==> src/pll_cfg_defines.svh <==
// Notes on behaviour
// - With bit 26 set, a reference/leakage write waits in shadow until master write.
// - Bit 25 shuts down every function block except the voltage regulators; here it gates oscillators, RF outputs, divider and lock detector only.
// - Bit 24 picks leakage step: clear 10 uA per code, set 20 uA.
// - Leakage magnitude bits 23:19 give code times step; zero means no leakage.
// - Bit 18 sets leakage direction: clear sinks current, set sources it.
// - Bit 17 enables down-split pulse; size comes from the master delay field.
// - Bits 16:15 select delay path: none, feedback, reference, reserved.
// - Bits 14:13 select reference path: direct, doubled, halved, quartered.
// - Reference is divided by the 13-bit ratio; host programs 1 to 8191.
// - Bit 19 enables external oscillator buffer and powers down internal oscillators.
// - Bit 11 clear auto-adjusts pump current; set fixes it by master code.
// - Bit 10 selects comparator polarity: clear standard, set inverted.
// - Bits 9:8 select reference buffer: differential, crystal, single-ended; 00 reserved.
// - Bit 7 set turns RF outputs off whenever the loop is unlocked.
// - Bit 6 set makes the lock indicator low when locked.
// - Lock window is 2 ns times code plus one, 2 to 16 ns.
// - Lock count codes map to 4, 8, 16, 64, 256, 1024, 2048, 4096.
// - Master delay codes give 1.2/1.9/2.5/3.0 ns and 0/0.25/0.5/0.75 split.
`ifndef PLL_CFG_DEFINES_SVH
`define PLL_CFG_DEFINES_SVH

`define ADDR_W          4
`define REG_W           27
`define REG_RESET       27'h0000000
`define OFS_MASTER      4'h0
`define OFS_REF_LEAK    4'h3
`define OFS_LOCK_OSC    4'h4

`define B_SHADOW_EN     26
`define B_SHUTDOWN      25
`define B_LEAK_X2       24
`define F_LEAK          23:19
`define B_LEAK_DIR      18
`define B_SPLIT_EN      17
`define F_DPATH         16:15
`define F_RPATH         14:13
`define F_RATIO         12:0

`define B_CAL_HI        24
`define B_OUT_LOW       23
`define B_EXT_OSC       19
`define F_AMP           17:15
`define B_CAL_LO        14
`define B_CAL_MODE      12
`define B_GAIN_DIS      11
`define B_POL           10
`define F_RBUF          9:8
`define B_MUTE          7
`define B_LD_INV        6
`define F_WIN           5:3
`define F_CNT           2:0

`define F_PUMP          25:21
`define F_DELAY         20:19

`define RATIO_W         13
`define LEAK_STEP_UA    10'h00a
`define WIN_STEP_PS     16'h07d0
`define DELAY_PS_0      12'h4b0
`define DELAY_PS_1      12'h76c
`define DELAY_PS_2      12'h9c4
`define DELAY_PS_3      12'hbb8
`define LOCK_CNT_0      13'h0004
`define LOCK_CNT_1      13'h0008
`define LOCK_CNT_2      13'h0010
`define LOCK_CNT_3      13'h0040
`define LOCK_CNT_4      13'h0100
`define LOCK_CNT_5      13'h0400
`define LOCK_CNT_6      13'h0800
`define LOCK_CNT_7      13'h1000

`endif

==> src/pll_cfg_pkg.sv <==
`include "pll_cfg_defines.svh"
`default_nettype none
package pll_cfg_pkg;
  typedef enum logic [1:0] {
    DPATH_NONE = 2'b00, DPATH_FEEDBACK = 2'b01, DPATH_REFERENCE = 2'b10, DPATH_RSVD = 2'b11
  } delay_path_t;
  typedef enum logic [1:0] {
    RPATH_DIRECT = 2'b00, RPATH_DOUBLED = 2'b01, RPATH_HALF = 2'b10, RPATH_QUARTER = 2'b11
  } ref_path_t;
  typedef enum logic [1:0] {
    RBUF_RSVD = 2'b00, RBUF_DIFF = 2'b01, RBUF_XTAL = 2'b10, RBUF_SINGLE = 2'b11
  } refbuf_mode_t;
  typedef enum logic [1:0] {
    LK_UNLOCKED = 2'b00, LK_COUNTING = 2'b01, LK_LOCKED = 2'b10
  } lock_state_t;

  typedef struct packed {
    logic [`RATIO_W-1:0] cnt;
    logic                tick;
  } div_state_t;

  typedef struct packed {
    logic [`REG_W-1:0]   ref_wr;
    logic [`REG_W-1:0]   ref_act;
    logic [`REG_W-1:0]   lock_wr;
    logic                pending;
    logic [1:0]          delay_amt;
    logic [4:0]          pump_code;
    lock_state_t         lock_st;
    logic [12:0]         lock_cnt;
    logic [`REG_W-1:0]   rd_data;
    logic                rd_valid;
    logic                shutdown;
    logic [9:0]          leak_ua;
    logic                leak_dir;
    logic [1:0]          split_level;
    logic [11:0]         delay_ps;
    delay_path_t         dpath;
    ref_path_t           rpath;
    logic [`RATIO_W-1:0] ratio;
    logic                ext_osc;
    logic                int_osc;
    logic [2:0]          amp;
    logic [1:0]          cal_supply;
    logic                cal_mode;
    logic                out_low;
    logic                gain_comp;
    logic                pol_inv;
    refbuf_mode_t        refbuf;
    logic                rf_off;
    logic                lock_ind;
  } cfg_state_t;
endpackage
`default_nettype wire

==> src/pll_refpath_lockdetect_config.sv <==
`include "pll_cfg_defines.svh"
`default_nettype none
module pll_refpath_lockdetect_config (
  input  wire logic                     core_clk,         // 10 MHz clock
  input  wire logic                     reset_n,          // Async reset, active low
  input  wire logic                     wr_en,            // Register write strobe
  input  wire logic [`ADDR_W-1:0]       wr_addr,          // Write address
  input  wire logic [`REG_W-1:0]        wr_data,          // Write data
  input  wire logic                     rd_en,            // Register read strobe
  input  wire logic [`ADDR_W-1:0]       rd_addr,          // Read address
  output logic [`REG_W-1:0]             rd_data,          // Read data
  output logic                          rd_valid,         // Read data valid pulse
  input  wire logic                     ref_tick,         // Reference edge enable
  output logic                          ref_div_tick,     // Divided reference pulse
  input  wire logic                     cmp_valid,        // Phase comparison done
  input  wire logic [15:0]              phase_err_ps,     // Phase error magnitude, ps
  output logic                          update_pending,   // Shadow awaits master write
  output logic                          global_shutdown,  // All blocks off
  output logic [9:0]                    leak_current_ua,  // Leakage current, uA
  output logic                          leak_direction,   // 1 source, 0 sink
  output logic [1:0]                    split_level,      // Split current, quarters
  output logic [11:0]                   delay_ps,         // Anti-backlash delay, ps
  output pll_cfg_pkg::delay_path_t      comparator_delay_path, // Delayed path
  output pll_cfg_pkg::ref_path_t        ref_path,         // Reference path mode
  output logic [`RATIO_W-1:0]           ref_ratio,        // Active divider ratio
  output logic                          external_oscillator_enable, // Ext buffer on
  output logic                          internal_osc_enable,        // Internal cores on
  output logic [2:0]                    oscillator_amplitude,       // Amplitude code
  output logic [1:0]                    cal_supply_mode,  // {hi, lo} supply bits
  output logic                          calibrator_mode,  // Calibrator mode bit
  output logic                          output_supply_low, // Output supply bit
  output logic                          gain_comp_enable, // Pump auto-adjust on
  output logic [4:0]                    pump_current_code, // Master pump code
  output logic                          comparator_polarity, // 1 inverted
  output pll_cfg_pkg::refbuf_mode_t     reference_buffer_mode, // Buffer mode
  output logic                          rf_output_off,    // RF stages muted
  output logic                          lock_indicator    // Lock pin level
);
  import pll_cfg_pkg::*;

  //////////////////////////////////////////////////////////////////////////////
  // Decoding helpers

  function automatic logic [12:0] lock_target(input logic [2:0] code);
    case (code)
      3'h0:    lock_target = `LOCK_CNT_0;
      3'h1:    lock_target = `LOCK_CNT_1;
      3'h2:    lock_target = `LOCK_CNT_2;
      3'h3:    lock_target = `LOCK_CNT_3;
      3'h4:    lock_target = `LOCK_CNT_4;
      3'h5:    lock_target = `LOCK_CNT_5;
      3'h6:    lock_target = `LOCK_CNT_6;
      default: lock_target = `LOCK_CNT_7;
    endcase
  endfunction

  function automatic logic [15:0] window_ps(input logic [2:0] code);
    window_ps = 16'({13'h0000, code} + 16'h0001) * `WIN_STEP_PS;
  endfunction

  function automatic logic [11:0] delay_of(input logic [1:0] code);
    case (code)
      2'h0:    delay_of = `DELAY_PS_0;
      2'h1:    delay_of = `DELAY_PS_1;
      2'h2:    delay_of = `DELAY_PS_2;
      default: delay_of = `DELAY_PS_3;
    endcase
  endfunction

  function automatic logic [9:0] leak_of(input logic [4:0] mag, input logic x2);
    leak_of = 10'(mag) * (x2 ? (`LEAK_STEP_UA << 1) : `LEAK_STEP_UA);
  endfunction

  //////////////////////////////////////////////////////////////////////////////
  // State

  cfg_state_t s_q;
  cfg_state_t s_d;
  logic       in_window;
  logic       locked_q;
  logic [12:0] cnt_inc;
  logic       div_tick;

  assign in_window = phase_err_ps <= window_ps(s_q.lock_wr[`F_WIN]);
  assign locked_q  = (s_q.lock_st == LK_LOCKED);
  assign cnt_inc   = s_q.lock_cnt + 13'h0001;

  always_comb begin
    s_d          = s_q;
    s_d.rd_valid = 1'b0;

    // Register writes
    if (wr_en) begin
      case (wr_addr)
        `OFS_MASTER: begin
          s_d.delay_amt = wr_data[`F_DELAY];
          s_d.pump_code = wr_data[`F_PUMP];
          if (s_q.pending) begin
            s_d.ref_act = s_q.ref_wr;
            s_d.pending = 1'b0;
          end
        end
        `OFS_REF_LEAK: begin
          s_d.ref_wr = wr_data;
          if (wr_data[`B_SHADOW_EN]) begin
            s_d.pending = 1'b1;
          end else begin
            s_d.ref_act = wr_data;
            s_d.pending = 1'b0;
          end
        end
        // Reserved bits stored as written; host keeps them zero
        `OFS_LOCK_OSC: s_d.lock_wr = wr_data;
        default: ;
      endcase
    end

    // Read back of reference/leakage and lock words, shadow included; others read zero
    if (rd_en) begin
      s_d.rd_valid = 1'b1;
      case (rd_addr)
        `OFS_REF_LEAK: s_d.rd_data = s_q.ref_wr;
        `OFS_LOCK_OSC: s_d.rd_data = s_q.lock_wr;
        default:       s_d.rd_data = `REG_RESET;
      endcase
    end

    // Lock detector; shutdown forces it back to unlocked
    case (s_q.lock_st)
      LK_UNLOCKED: begin
        s_d.lock_cnt = '0;
        if (cmp_valid && in_window) begin
          s_d.lock_st  = LK_COUNTING;
          s_d.lock_cnt = 13'h0001;
        end
      end
      LK_COUNTING: begin
        if (cmp_valid) begin
          if (!in_window) begin
            s_d.lock_st  = LK_UNLOCKED;
            s_d.lock_cnt = '0;
          end else if (cnt_inc >= lock_target(s_q.lock_wr[`F_CNT])) begin
            s_d.lock_st  = LK_LOCKED;
            s_d.lock_cnt = '0;
          end else begin
            s_d.lock_cnt = cnt_inc;
          end
        end
      end
      LK_LOCKED: begin
        if (cmp_valid && !in_window) begin
          s_d.lock_st = LK_UNLOCKED;
        end
      end
      default: begin
        s_d.lock_st  = LK_UNLOCKED;
        s_d.lock_cnt = '0;
      end
    endcase
    if (s_q.shutdown) begin
      s_d.lock_st  = LK_UNLOCKED;
      s_d.lock_cnt = '0;
    end

    // Decoded controls from the next active copy, so they move with it
    s_d.shutdown    = s_d.ref_act[`B_SHUTDOWN];
    s_d.leak_ua     = leak_of(s_d.ref_act[`F_LEAK], s_d.ref_act[`B_LEAK_X2]);
    s_d.leak_dir    = s_d.ref_act[`B_LEAK_DIR];
    s_d.split_level = s_d.ref_act[`B_SPLIT_EN] ? s_d.delay_amt : 2'h0;
    s_d.delay_ps    = delay_of(s_d.delay_amt);
    s_d.dpath       = delay_path_t'(s_d.ref_act[`F_DPATH]);
    // Doubling is analogue; only the mode is passed on
    s_d.rpath       = ref_path_t'(s_d.ref_act[`F_RPATH]);
    s_d.ratio       = s_d.ref_act[`F_RATIO];
    s_d.ext_osc     = s_d.lock_wr[`B_EXT_OSC] && !s_d.shutdown;
    s_d.int_osc     = !s_d.lock_wr[`B_EXT_OSC] && !s_d.shutdown;
    s_d.amp         = s_d.lock_wr[`F_AMP];
    s_d.cal_supply  = {s_d.lock_wr[`B_CAL_HI], s_d.lock_wr[`B_CAL_LO]};
    s_d.cal_mode    = s_d.lock_wr[`B_CAL_MODE];
    s_d.out_low     = s_d.lock_wr[`B_OUT_LOW];
    s_d.gain_comp   = !s_d.lock_wr[`B_GAIN_DIS];
    s_d.pol_inv     = s_d.lock_wr[`B_POL];
    s_d.refbuf      = refbuf_mode_t'(s_d.lock_wr[`F_RBUF]);
    s_d.rf_off      = s_d.shutdown ||
                      (s_d.lock_wr[`B_MUTE] && (s_d.lock_st != LK_LOCKED));
    s_d.lock_ind    = (s_d.lock_st == LK_LOCKED) ^ s_d.lock_wr[`B_LD_INV];
  end

  always_ff @(posedge core_clk or negedge reset_n) begin
    if (!reset_n) begin
      s_q <= '0;
    end else begin
      s_q <= s_d;
    end
  end

  //////////////////////////////////////////////////////////////////////////////
  // Reference divider, held cleared while shut down

  ref_ratio_divider #(
    .WIDTH (`RATIO_W)
  ) u_ref_div (
    .core_clk (core_clk),
    .reset_n  (reset_n),
    .enable   (!s_q.shutdown),
    .tick_in  (ref_tick),
    .ratio    (s_q.ratio),
    .tick_out (div_tick)
  );

  //////////////////////////////////////////////////////////////////////////////
  // Outputs

  assign rd_data                    = s_q.rd_data;
  assign rd_valid                   = s_q.rd_valid;
  assign ref_div_tick               = div_tick;
  assign update_pending             = s_q.pending;
  assign global_shutdown            = s_q.shutdown;
  assign leak_current_ua            = s_q.leak_ua;
  assign leak_direction             = s_q.leak_dir;
  assign split_level                = s_q.split_level;
  assign delay_ps                   = s_q.delay_ps;
  assign comparator_delay_path      = s_q.dpath;
  assign ref_path                   = s_q.rpath;
  assign ref_ratio                  = s_q.ratio;
  assign external_oscillator_enable = s_q.ext_osc;
  assign internal_osc_enable        = s_q.int_osc;
  assign oscillator_amplitude       = s_q.amp;
  assign cal_supply_mode            = s_q.cal_supply;
  assign calibrator_mode            = s_q.cal_mode;
  assign output_supply_low          = s_q.out_low;
  assign gain_comp_enable           = s_q.gain_comp;
  assign pump_current_code          = s_q.pump_code;
  assign comparator_polarity        = s_q.pol_inv;
  assign reference_buffer_mode      = s_q.refbuf;
  assign rf_output_off              = s_q.rf_off;
  assign lock_indicator             = s_q.lock_ind;
endmodule // pll_refpath_lockdetect_config
`default_nettype wire

==> src/ref_ratio_divider.sv <==
`include "pll_cfg_defines.svh"
`default_nettype none
module ref_ratio_divider #(
  parameter int WIDTH = `RATIO_W
) (
  input  wire logic             core_clk,  // System clock
  input  wire logic             reset_n,   // Async reset, active low
  input  wire logic             enable,    // Low holds divider cleared
  input  wire logic             tick_in,   // Reference edge enable
  input  wire logic [WIDTH-1:0] ratio,     // Division ratio
  output logic                  tick_out   // One pulse per ratio ticks
);
  import pll_cfg_pkg::*;

  div_state_t s_q;
  div_state_t s_d;
  logic [WIDTH-1:0] next_cnt;

  always_comb begin
    s_d      = s_q;
    s_d.tick = 1'b0;
    next_cnt = s_q.cnt + WIDTH'(1);
    if (!enable) begin
      s_d.cnt = '0;
    end else if (tick_in) begin
      // Ratio zero behaves as one rather than stalling
      if (next_cnt >= ratio) begin
        s_d.cnt  = '0;
        s_d.tick = 1'b1;
      end else begin
        s_d.cnt = next_cnt;
      end
    end
  end

  always_ff @(posedge core_clk or negedge reset_n) begin
    if (!reset_n) begin
      s_q <= '0;
    end else begin
      s_q <= s_d;
    end
  end

  assign tick_out = s_q.tick;
endmodule // ref_ratio_divider
`default_nettype wire

==> config.mk <==
export PLATFORM = sky130hd
export DESIGN_NAME = pll_refpath_lockdetect_config
export DESIGN_NICKNAME = d
export VERILOG_FILES = /design/src/pll_cfg_pkg.sv /design/src/pll_refpath_lockdetect_config.sv /design/src/ref_ratio_divider.sv
export VERILOG_INCLUDE_DIRS = /design/src /design/src/src
export SDC_FILE = /design/constraint.sdc
export NUM_CORES = 1
export LEC_CHECK = 0
export BUFFER_PORTS_ARGS = -buffer_cell sky130_fd_sc_hd__buf_4
export CORE_UTILIZATION = 26
export DETAILED_ROUTE_END_ITERATION = 16
export GPL_TIMING_DRIVEN = 0
export PLACE_DENSITY_LB_ADDON = 0.05
export SLEW_MARGIN = 20
export SYNTH_ARGS = -nofsm -noshare
export SYNTH_HDL_FRONTEND = slang
export SYNTH_SLANG_ARGS = --single-unit
==> constraint.sdc <==
create_clock -name core_clk -period 4.6 [get_ports core_clk]
set_clock_uncertainty 0.2 [all_clocks]
set_input_delay 0.69 -clock core_clk [delete_from_list [all_inputs] [get_ports core_clk]]
set_output_delay 0.69 -clock core_clk [all_outputs]
set_load 0.02 [all_outputs]
==> results of run 1 <==
cells in the mapped netlist, types with 2 or more instances:
| cell | instances |
|---|---|
| sky130_fd_sc_hd__a2111oi_1 | 3 |
| sky130_fd_sc_hd__a211oi_1 | 3 |
| sky130_fd_sc_hd__a21boi_0 | 2 |
| sky130_fd_sc_hd__a21o_1 | 16 |
| sky130_fd_sc_hd__a21oi_1 | 50 |
| sky130_fd_sc_hd__a22o_1 | 17 |
| sky130_fd_sc_hd__a22oi_1 | 52 |
| sky130_fd_sc_hd__and2_1 | 4 |
| sky130_fd_sc_hd__and3_1 | 9 |
| sky130_fd_sc_hd__buf_1 | 2 |
| sky130_fd_sc_hd__buf_4 | 80 |
| sky130_fd_sc_hd__clkbuf_1 | 33 |
| sky130_fd_sc_hd__dfrtp_1 | 168 |
| sky130_fd_sc_hd__fa_1 | 11 |
| sky130_fd_sc_hd__ha_1 | 73 |
| sky130_fd_sc_hd__inv_1 | 56 |
| sky130_fd_sc_hd__mux2_2 | 58 |
| sky130_fd_sc_hd__mux2i_1 | 12 |
| sky130_fd_sc_hd__nand2_1 | 51 |
| sky130_fd_sc_hd__nand2b_1 | 7 |
| sky130_fd_sc_hd__nand3_1 | 14 |
| sky130_fd_sc_hd__nand3b_1 | 4 |
| sky130_fd_sc_hd__nand4_1 | 7 |
| sky130_fd_sc_hd__nand4b_1 | 2 |
| sky130_fd_sc_hd__nor2_1 | 63 |
| sky130_fd_sc_hd__nor2b_1 | 4 |
| sky130_fd_sc_hd__nor3_1 | 10 |
| sky130_fd_sc_hd__nor3b_1 | 3 |
| sky130_fd_sc_hd__o211ai_1 | 3 |
| sky130_fd_sc_hd__o21a_1 | 2 |
| sky130_fd_sc_hd__o21ai_0 | 28 |
| sky130_fd_sc_hd__o22ai_1 | 3 |
| sky130_fd_sc_hd__o31ai_1 | 3 |
| sky130_fd_sc_hd__o41ai_1 | 3 |
| sky130_fd_sc_hd__or2_2 | 6 |
| sky130_fd_sc_hd__or3_1 | 4 |
| sky130_fd_sc_hd__xnor2_1 | 19 |
| sky130_fd_sc_hd__xor2_1 | 9 |
per-stage QoR:
step	hold slack [ps]	area, µm²	std cells	power, mW	setup TNS (ps)
CTS	160.4	12200	1573	5.757	-3131
global route	161.0	12240	1575	6.086	-6747
global placement	268.7	11290	1521	4.008	-10740
detailed placement	276.9	11380	1525	4.021	-10310
finish	188.2	12240	1575	5.643	-2317
floorplan	194.4	9625	915	3.351	-1236
metal layers:
layer,routed length (µm),global-route usage (%),up-vias
li1,-,-,3473
met1,12400,19.80,3502
met2,13620,25.70,124
met3,1049,2.981,10
met4,190,3.200,0
met5,0,0,-
final timing paths:
| path | from | endpoint | slack, ps | cells past startpoint |
|---|---|---|---|---|
| max | s_q[112]$_DFFE_PN0P_ | s_q[93]$_DFFE_PN0P_ | -180 | 21 |
| max reg2reg | s_q[112]$_DFFE_PN0P_ | s_q[93]$_DFFE_PN0P_ | -180 | 21 |
| min reg2reg | comparator_delay_path[0]$_DFFE_PN0P_ | comparator_delay_path[0]$_DFFE_PN0P_ | 290 | 2 |
| max in group asynchronous | reset_n | delay_ps[6]$_DFF_PN0_ | 2600 | 4 |
| min in group asynchronous | reset_n | s_q[87]$_DFFE_PN0P_ | 550 | 2 |
| min | rd_en | rd_valid$_DFF_PN0_ | 190 | 1 |
kinds of logic (layout without fill, tap and decap cells):
family	after synthesis	count (layout)	synth area share (%)
DFF	168	168	44.12
buffers and inverters	173	372	9.980
and+or+nand+nor	195	195	9.941
muxes	70	70	8.116
xor gates and xnor gates	28	28	2.574
AOI/OAI and AO/OA	191	191	13.33
adders and majority gates	84	84	11.90
other	1	6	0.03936
placed cells by master, fill, tap and decap left out, types with 4 or more instances in the layout:
cell type,instances
sky130_fd_sc_hd__xnor2_1,19
sky130_fd_sc_hd__nor2_1,61
sky130_fd_sc_hd__ha_1,71
sky130_fd_sc_hd__nand4_1,7
sky130_fd_sc_hd__inv_2,4
sky130_fd_sc_hd__clkbuf_16,17
sky130_fd_sc_hd__nand3b_1,4
sky130_fd_sc_hd__fa_1,10
sky130_fd_sc_hd__nand3_1,14
sky130_fd_sc_hd__clkbuf_1,34
sky130_fd_sc_hd__and2_1,4
sky130_fd_sc_hd__or2_2,6
sky130_fd_sc_hd__nor3_1,7
sky130_fd_sc_hd__a21oi_1,47
sky130_fd_sc_hd__and3_1,8
sky130_fd_sc_hd__mux2_2,58
sky130_fd_sc_hd__mux2i_1,12
sky130_fd_sc_hd__clkinvlp_4,4
sky130_fd_sc_hd__xor2_1,8
sky130_fd_sc_hd__conb_1,6
sky130_fd_sc_hd__a22o_1,17
sky130_fd_sc_hd__nand2b_1,7
sky130_fd_sc_hd__o21ai_0,26
sky130_fd_sc_hd__inv_1,53
sky130_fd_sc_hd__buf_4,240
sky130_fd_sc_hd__a22oi_1,52
sky130_fd_sc_hd__nand2_1,50
sky130_fd_sc_hd__dfrtp_1,167
sky130_fd_sc_hd__a21o_1,16
worst max-delay path, stage by stage, from the launching register on:
cell,delay [ps]
sky130_fd_sc_hd__dfrtp_2,440
sky130_fd_sc_hd__ha_4,180
sky130_fd_sc_hd__xor2_4,160
sky130_fd_sc_hd__fa_2,590
sky130_fd_sc_hd__inv_2,40
sky130_fd_sc_hd__fa_1,480
sky130_fd_sc_hd__inv_2,50
sky130_fd_sc_hd__ha_4,280
sky130_fd_sc_hd__a21oi_4,60
sky130_fd_sc_hd__nor2b_2,140
sky130_fd_sc_hd__nor3_2,60
sky130_fd_sc_hd__o31ai_1,200
sky130_fd_sc_hd__a21oi_1,110
sky130_fd_sc_hd__xor2_1,170
sky130_fd_sc_hd__ha_1,330
sky130_fd_sc_hd__nand4b_1,180
sky130_fd_sc_hd__or3_4,380
sky130_fd_sc_hd__o31ai_4,90
sky130_fd_sc_hd__nand2_4,120
sky130_fd_sc_hd__buf_4,170
sky130_fd_sc_hd__a2111oi_4,170
sky130_fd_sc_hd__a21o_1,120
registers in the layout, indices dropped and copies added, names as in the netlist, 2 cells and up:
register and flops:
oscillator_amplitude 2, delay_ps 7, ref_ratio 12, pump_current_code 5
leak_current_ua 9, u_ref_div.s_q 13, split_level 2, s_q 79
rd_data 27
final cells by class:
type,instances,area (µm²),area share [%]
Inverter,57,214.0,1.747
Clock buffer,20,446.7,3.648
Multi-Input combinational cell,574,4603,37.59
Clock inverter,12,142.6,1.165
Tap cell,461,576.8,4.711
Sequential cell,168,4205,34.35
Timing Repair Buffer,167,1318,10.76
Buffer,116,738.2,6.029
report_power, final:
| group | switching (mW) | internal, mW |
|---|---|---|
| combinational | 1.18 | 1.13 |
| sequential | 0.156 | 1.71 |
| clock | 0.655 | 0.823 |
repair_timing:
action                                 CTS  global route
buffers inserted                        15             2
endpoints found under the hold margin   49             0
pin swaps                               20             5
setup endpoints to repair               18            20
hold buffers                             1             0
resized for setup                       15            11
==> flow_summary.json, run 1 <==
{
  "power_density_nw_per_um2": 460.9,
  "synth_top_flop_cell": "sky130_fd_sc_hd__dfrtp_1",
  "clk_pin_slew_ps": 70,
  "route.detailed.vias_per_inst": 4.514,
  "final.fill_count": 3711,
  "placeableCoreArea_um2": 35830,
  "synth_top_area_share_pct": 44.12,
  "remaining_drc_errors": 5,
  "clk_latency_ps": 440,
  "drive_gt1_share_pct": 33.93,
  "gp_congestion": 0.7380,
  "nets": 1242,
  "clockRootBuffer": "sky130_fd_sc_hd__clkbuf_16",
  "worstSetupStartpointType": "flip-flop",
  "cts_num_sinks": 168,
  "p_leak_nw": 5.886,
  "synth-async-reset-ratio_pct": 100.0,
  "globalRouteOverflowTotal": 0,
  "wl_um": 27260,
  "worst_ep_required_time_ps": 4770,
  "timing.final.crit_share_pct": 103.8,
  "antenna_violations_before_repair": 0,
  "timing.setup.critical_path_class": "flip-flop to flip-flop",
  "max_freq_mhz": 209.4,
  "critical_path.endpoint_type": "flip-flop",
  "ioPinCount": 150,
  "drtAntennaViolNets": 0,
  "status": "finished with violations",
  "die_extent_in_x_um": 193.4,
  "violations": "design-rule violations, negative setup slack",
  "total_clock_buffers_created_by_cts": 17,
  "timing.final.ws_setup_ps": -175.6,
  "max_slew_violation_total_from_the_final_report": 0,
  "yosysSeqAreaShare_pct": 44.12,
  "die-area_um2": 37420,
  "grt_pass1_vias": 7464,
  "grt_start_max_net_pins": 72,
  "synth_largest_area_cell": "sky130_fd_sc_hd__dfrtp_1",
  "synth_enable_flop_cells": 0,
  "grtUsageTotal_pct": 15.11,
  "dp_hpwl_um": 19860,
  "synth_warnings": 0,
  "die-height_um": 193.4,
  "layout.core_utilization_pct": 34.18,
  "critPathMaxFanout": 5,
  "wire_length_of_the_first_global_routing_pass_um": 43120,
  "area.growth.synth_to_final_pct": 28.51,
  "netlist_top_cells_area": "sky130_fd_sc_hd__dfrtp_1 44%, sky130_fd_sc_hd__ha_1 9.6%, sky130_fd_sc_hd__mux2_2 6.9%, sky130_fd_sc_hd__buf_4 6.3%, sky130_fd_sc_hd__a22oi_1 4.1%",
  "port_buffers": 145,
  "cts_tree": "yes",
  "post_synth_num_cell_types": 54,
  "grt_setup_unrepaired": "true",
  "slew_headroom_pct": 24.15,
  "drt-pass1-iter-count": 12,
  "worst_slew_pin_slew_ps": 1129,
  "post_synth.cell_area_avg_um2": 10.47,
  "min_path_type": "input port to flip-flop",
  "initial_core_util_pct": 26.59,
  "syn-instance-count": 910,
  "wl_per_cell_um": 17.31,
  "dr.first_iter.drc_count": 261,
  "setup_viol": 16,
  "timing.final.crit_period_ps": 4776,
  "drv_cap": 0,
  "hold_viol": 0,
  "critPathArrivalTime_ps": 4950,
  "synth_area_um2": 9528,
  "ir_drop_uv": 257.8,
  "number_of_standard_cell_rows_in_the_floorplan": 69,
  "dp_slack_ps": -694.3,
  "synth.ff_latch_count": 168,
  "clockBufferDepth": 2,
  "ctsHtreeMaxLevel": 4,
  "route.vias.total": 7109,
  "num_antenna_cells": 0
}
(Power assumes the default switching activity.)
==> run 2: changes to the inputs <==
PLACE_DENSITY = 0.55   (was unset)
PLACE_DENSITY_LB_ADDON = unset   (was 0.05)
RECOVER_POWER = 50   (was unset)
==> flow_summary.json, run 2 (synthesized netlist as in run 1, its figures left out) <==
{
  "ir_drop_uv": 225.5,
  "die_extent_in_x_um": 193.4,
  "post_dp_cell_area_um2": 11350,
  "post-route-cell-area_um2": 12110,
  "netSwitchingPower_mw": 1.974,
  "gp_congestion": 0.8411,
  "critPathSlowestCell": "sky130_fd_sc_hd__fa_2",
  "worst_ep_required_time_ps": 4780,
  "worstSetupStartpointType": "flip-flop",
  "power_density_nw_per_um2": 464.8,
  "slew_headroom_pct": -31.62,
  "route.vias.total": 7173,
  "critical-path-top-delay-family": "adder cells",
  "violations": "design-rule violations, max-capacitance violations, max-slew violations, negative setup slack",
  "grt_start_max_net_pins": 94,
  "globalRouteOverflowTotal": 0,
  "regToRegStartpoint": "s_q[113]$_DFFE_PN0P_",
  "ff2ff_path_depth": 21,
  "critPathMaxFanout": 4,
  "power.switching_fraction_pct": 35.07,
  "area.growth.synth_to_final_pct": 27.09,
  "clockRootBuffer": "sky130_fd_sc_hd__clkbuf_16",
  "wl_um": 25400,
  "critPathArrivalTime_ps": 5040,
  "ctsHtreeMaxLevel": 4,
  "min_path_type": "input port to flip-flop",
  "setup_viol": 17,
  "p_leak_nw": 5.786,
  "antenna_violations_before_repair": 1,
  "num_antenna_cells": 0,
  "dr.first_iter.drc_count": 397,
  "timing.final.ws_setup_ps": -266.8,
  "max_freq_mhz": 205.5,
  "clockBufferDepth": 2,
  "route.detailed.vias_per_inst": 4.563,
  "initial_core_util_pct": 26.59,
  "remaining_drc_errors": 3,
  "timing.final.crit_share_pct": 105.8,
  "port_buffers": 145,
  "total_clock_buffers_created_by_cts": 17,
  "cts_num_sinks": 168,
  "worst_slew_pin_slew_ps": 1974,
  "number_of_buffers_inserted_for_hold_repair_after_clock_tree_synthesis": 0,
  "combinationalPowerShare_pct": 39.9,
  "power_frac_seq_pct": 33.1,
  "worst-path-buf-inv": 3,
  "power.clock.fraction_pct": 27.0,
  "clk_latency_ps": 430,
  "drive_gt1_share_pct": 31.59,
  "regMostFlops": "s_q",
  "internal_power_mw": 3.654,
  "final.fill_count": 3652,
  "top_library_cells_by_usage_in_the_layout_fill_and_taps_aside": "215 x sky130_fd_sc_hd__buf_4, 165 x sky130_fd_sc_hd__dfrtp_1, 71 x sky130_fd_sc_hd__ha_1",
  "hold_viol": 0,
  "grtUsageTotal_pct": 13.82,
  "crit_chain": "ha_4, xor2_4, fa_2, inv_2, fa_1, inv_2, ha_4, a21oi_4, nor2b_2, nor3_2, o31ai_1, a21oi_1, xor2_1, ha_1, nand4b_1, or3_4, o31ai_4, nand2_4, buf_4, a2111oi_4, a21o_1",
  "fin_hold_ws_ps": 220.2,
  "critPathLaunch": "s_q[113]$_DFFE_PN0P_",
  "largest_reg_flops": 79,
  "number_of_standard_cell_rows_in_the_floorplan": 69,
  "grt_setup_unrepaired": "true",
  "critPathCapture": "s_q[95]$_DFFE_PN0P_",
  "clk_pin_slew_ps": 80,
  "placeableCoreArea_um2": 35830,
  "status": "finished with violations",
  "timing.setup.critical_path_class": "flip-flop to flip-flop",
  "nets": 1239,
  "wire_length_of_the_first_global_routing_pass_um": 40280,
  "dp_hpwl_um": 18590,
  "layout_commonest_cell": "sky130_fd_sc_hd__buf_4",
  "critical_path.endpoint_type": "flip-flop",
  "depth_of_the_critical_timing_path_with_buffers_and_inverters_included": 21,
  "drt-pass1-iter-count": 11,
  "max_slew_violation_total_from_the_final_report": 77,
  "die-height_um": 193.4,
  "drtAntennaViolNets": 0,
  "ioPinCount": 150,
  "wl_per_cell_um": 16.16,
  "grt_pass1_vias": 7318,
  "cpPeakStageDelay_ps": 580,
  "die-area_um2": 37420,
  "regToRegEndpoint": "s_q[95]$_DFFE_PN0P_",
  "timing.reg2reg.setup_slack_ps": -270,
  "timing.final.crit_period_ps": 4867,
  "cts_tree": "yes",
  "drv_cap": 1
}
[run 2: cell types whose count changed in the layout (fill, tap and decap cells not counted), sizes merged]
| cell | change |
|---|---|
| inv | +3 |
| buf | -27 |
| clkinv | -1 |
| dlygate4sd3 | -1 |
| clkbuf | +22 |
| bufinv | +1 |
[run 2: worst min-delay path by stage]
stage	from	to	slack (ps)	cells past startpoint
floorplan	reset_n	cal_supply_mode[0]$_DFFE_PN0P_	190	0
global placement	comparator_delay_path[0]$_DFFE_PN0P_	comparator_delay_path[0]$_DFFE_PN0P_	270	2
detailed placement	comparator_delay_path[0]$_DFFE_PN0P_	comparator_delay_path[0]$_DFFE_PN0P_	280	2
CTS	reset_n	delay_ps[5]$_DFF_PN0_	50	1
global route	rd_en	rd_valid$_DFF_PN0_	220	1
finish	rd_en	rd_valid$_DFF_PN0_	220	1
[run 2: cell type report]
cell class | instances | area (µm²) | share of cell area [%]
buffer | 116 | 738.2 | 6.096
clock buffer | 17 | 425.4 | 3.513
clock inverter | 15 | 188.9 | 1.560
inverter | 57 | 214.0 | 1.767
multi-input combinational | 574 | 4583 | 37.85
sequential | 168 | 4208 | 34.75
tap | 461 | 576.8 | 4.763
timing repair buffer | 164 | 1175 | 9.702
[run 2: what timing repair did]
item	4_1_cts	5_1_grt
hold endpoints to repair	0	0
resized for setup	18	4
endpoints found under the setup margin	18	20
setup buffers	15	1
pin swaps	16	3
[run 2: worst register-to-register path: stages, from the launching register on]
cell and delay [ps]:
sky130_fd_sc_hd__dfrtp_2 440, sky130_fd_sc_hd__ha_4 190, sky130_fd_sc_hd__xor2_4 160, sky130_fd_sc_hd__fa_2 580
sky130_fd_sc_hd__inv_2 40, sky130_fd_sc_hd__fa_1 490, sky130_fd_sc_hd__inv_2 50, sky130_fd_sc_hd__ha_4 270
sky130_fd_sc_hd__a21oi_4 50, sky130_fd_sc_hd__nor2b_2 150, sky130_fd_sc_hd__nor3_2 70, sky130_fd_sc_hd__o31ai_1 200
sky130_fd_sc_hd__a21oi_1 110, sky130_fd_sc_hd__xor2_1 170, sky130_fd_sc_hd__ha_1 330, sky130_fd_sc_hd__nand4b_1 200
sky130_fd_sc_hd__or3_4 390, sky130_fd_sc_hd__o31ai_4 90, sky130_fd_sc_hd__nand2_4 140, sky130_fd_sc_hd__buf_4 180
sky130_fd_sc_hd__a2111oi_4 200, sky130_fd_sc_hd__a21o_1 130
[run 2: metrics by stage]
stage | std cells | total power [mW] | worst slack, ps | utilization (%) | setup TNS (ps)
final | 1572 | 5.628 | -266.8 | 33.80 | -3528
after global routing | 1572 | 6.028 | -548.0 | 33.80 | -8292
after CTS | 1571 | 5.713 | -220.9 | 34.05 | -2921
after detailed placement | 1524 | 3.982 | -666.1 | 31.69 | -10030
after global placement | 1521 | 3.931 | -668.1 | 31.51 | -9862
after floorplan | 915 | 3.351 | -120.6 | - | -1236
[run 2: per-layer routing]
metal / share of wire (%) / track usage, % / up-vias
li1: - / - / 3468
met1: 46 / 17.91 / 3532
met2: 49 / 23.75 / 147
met3: 4.2 / 2.476 / 24
met4: 0.98 / 3.348 / 2
met5: 0.059 / 0 / -
[run 2: power groups by stage]
stage	clock (mW)	sequential, mW	combinational [mW]
6_report	1.52	1.86	2.25
5_1_grt	1.62	1.89	2.52
4_1_cts	1.56	1.86	2.29
3_5_place_dp	0	1.89	2.09
3_3_place_gp	0	1.89	2.04
2_1_floorplan	0	1.87	1.48
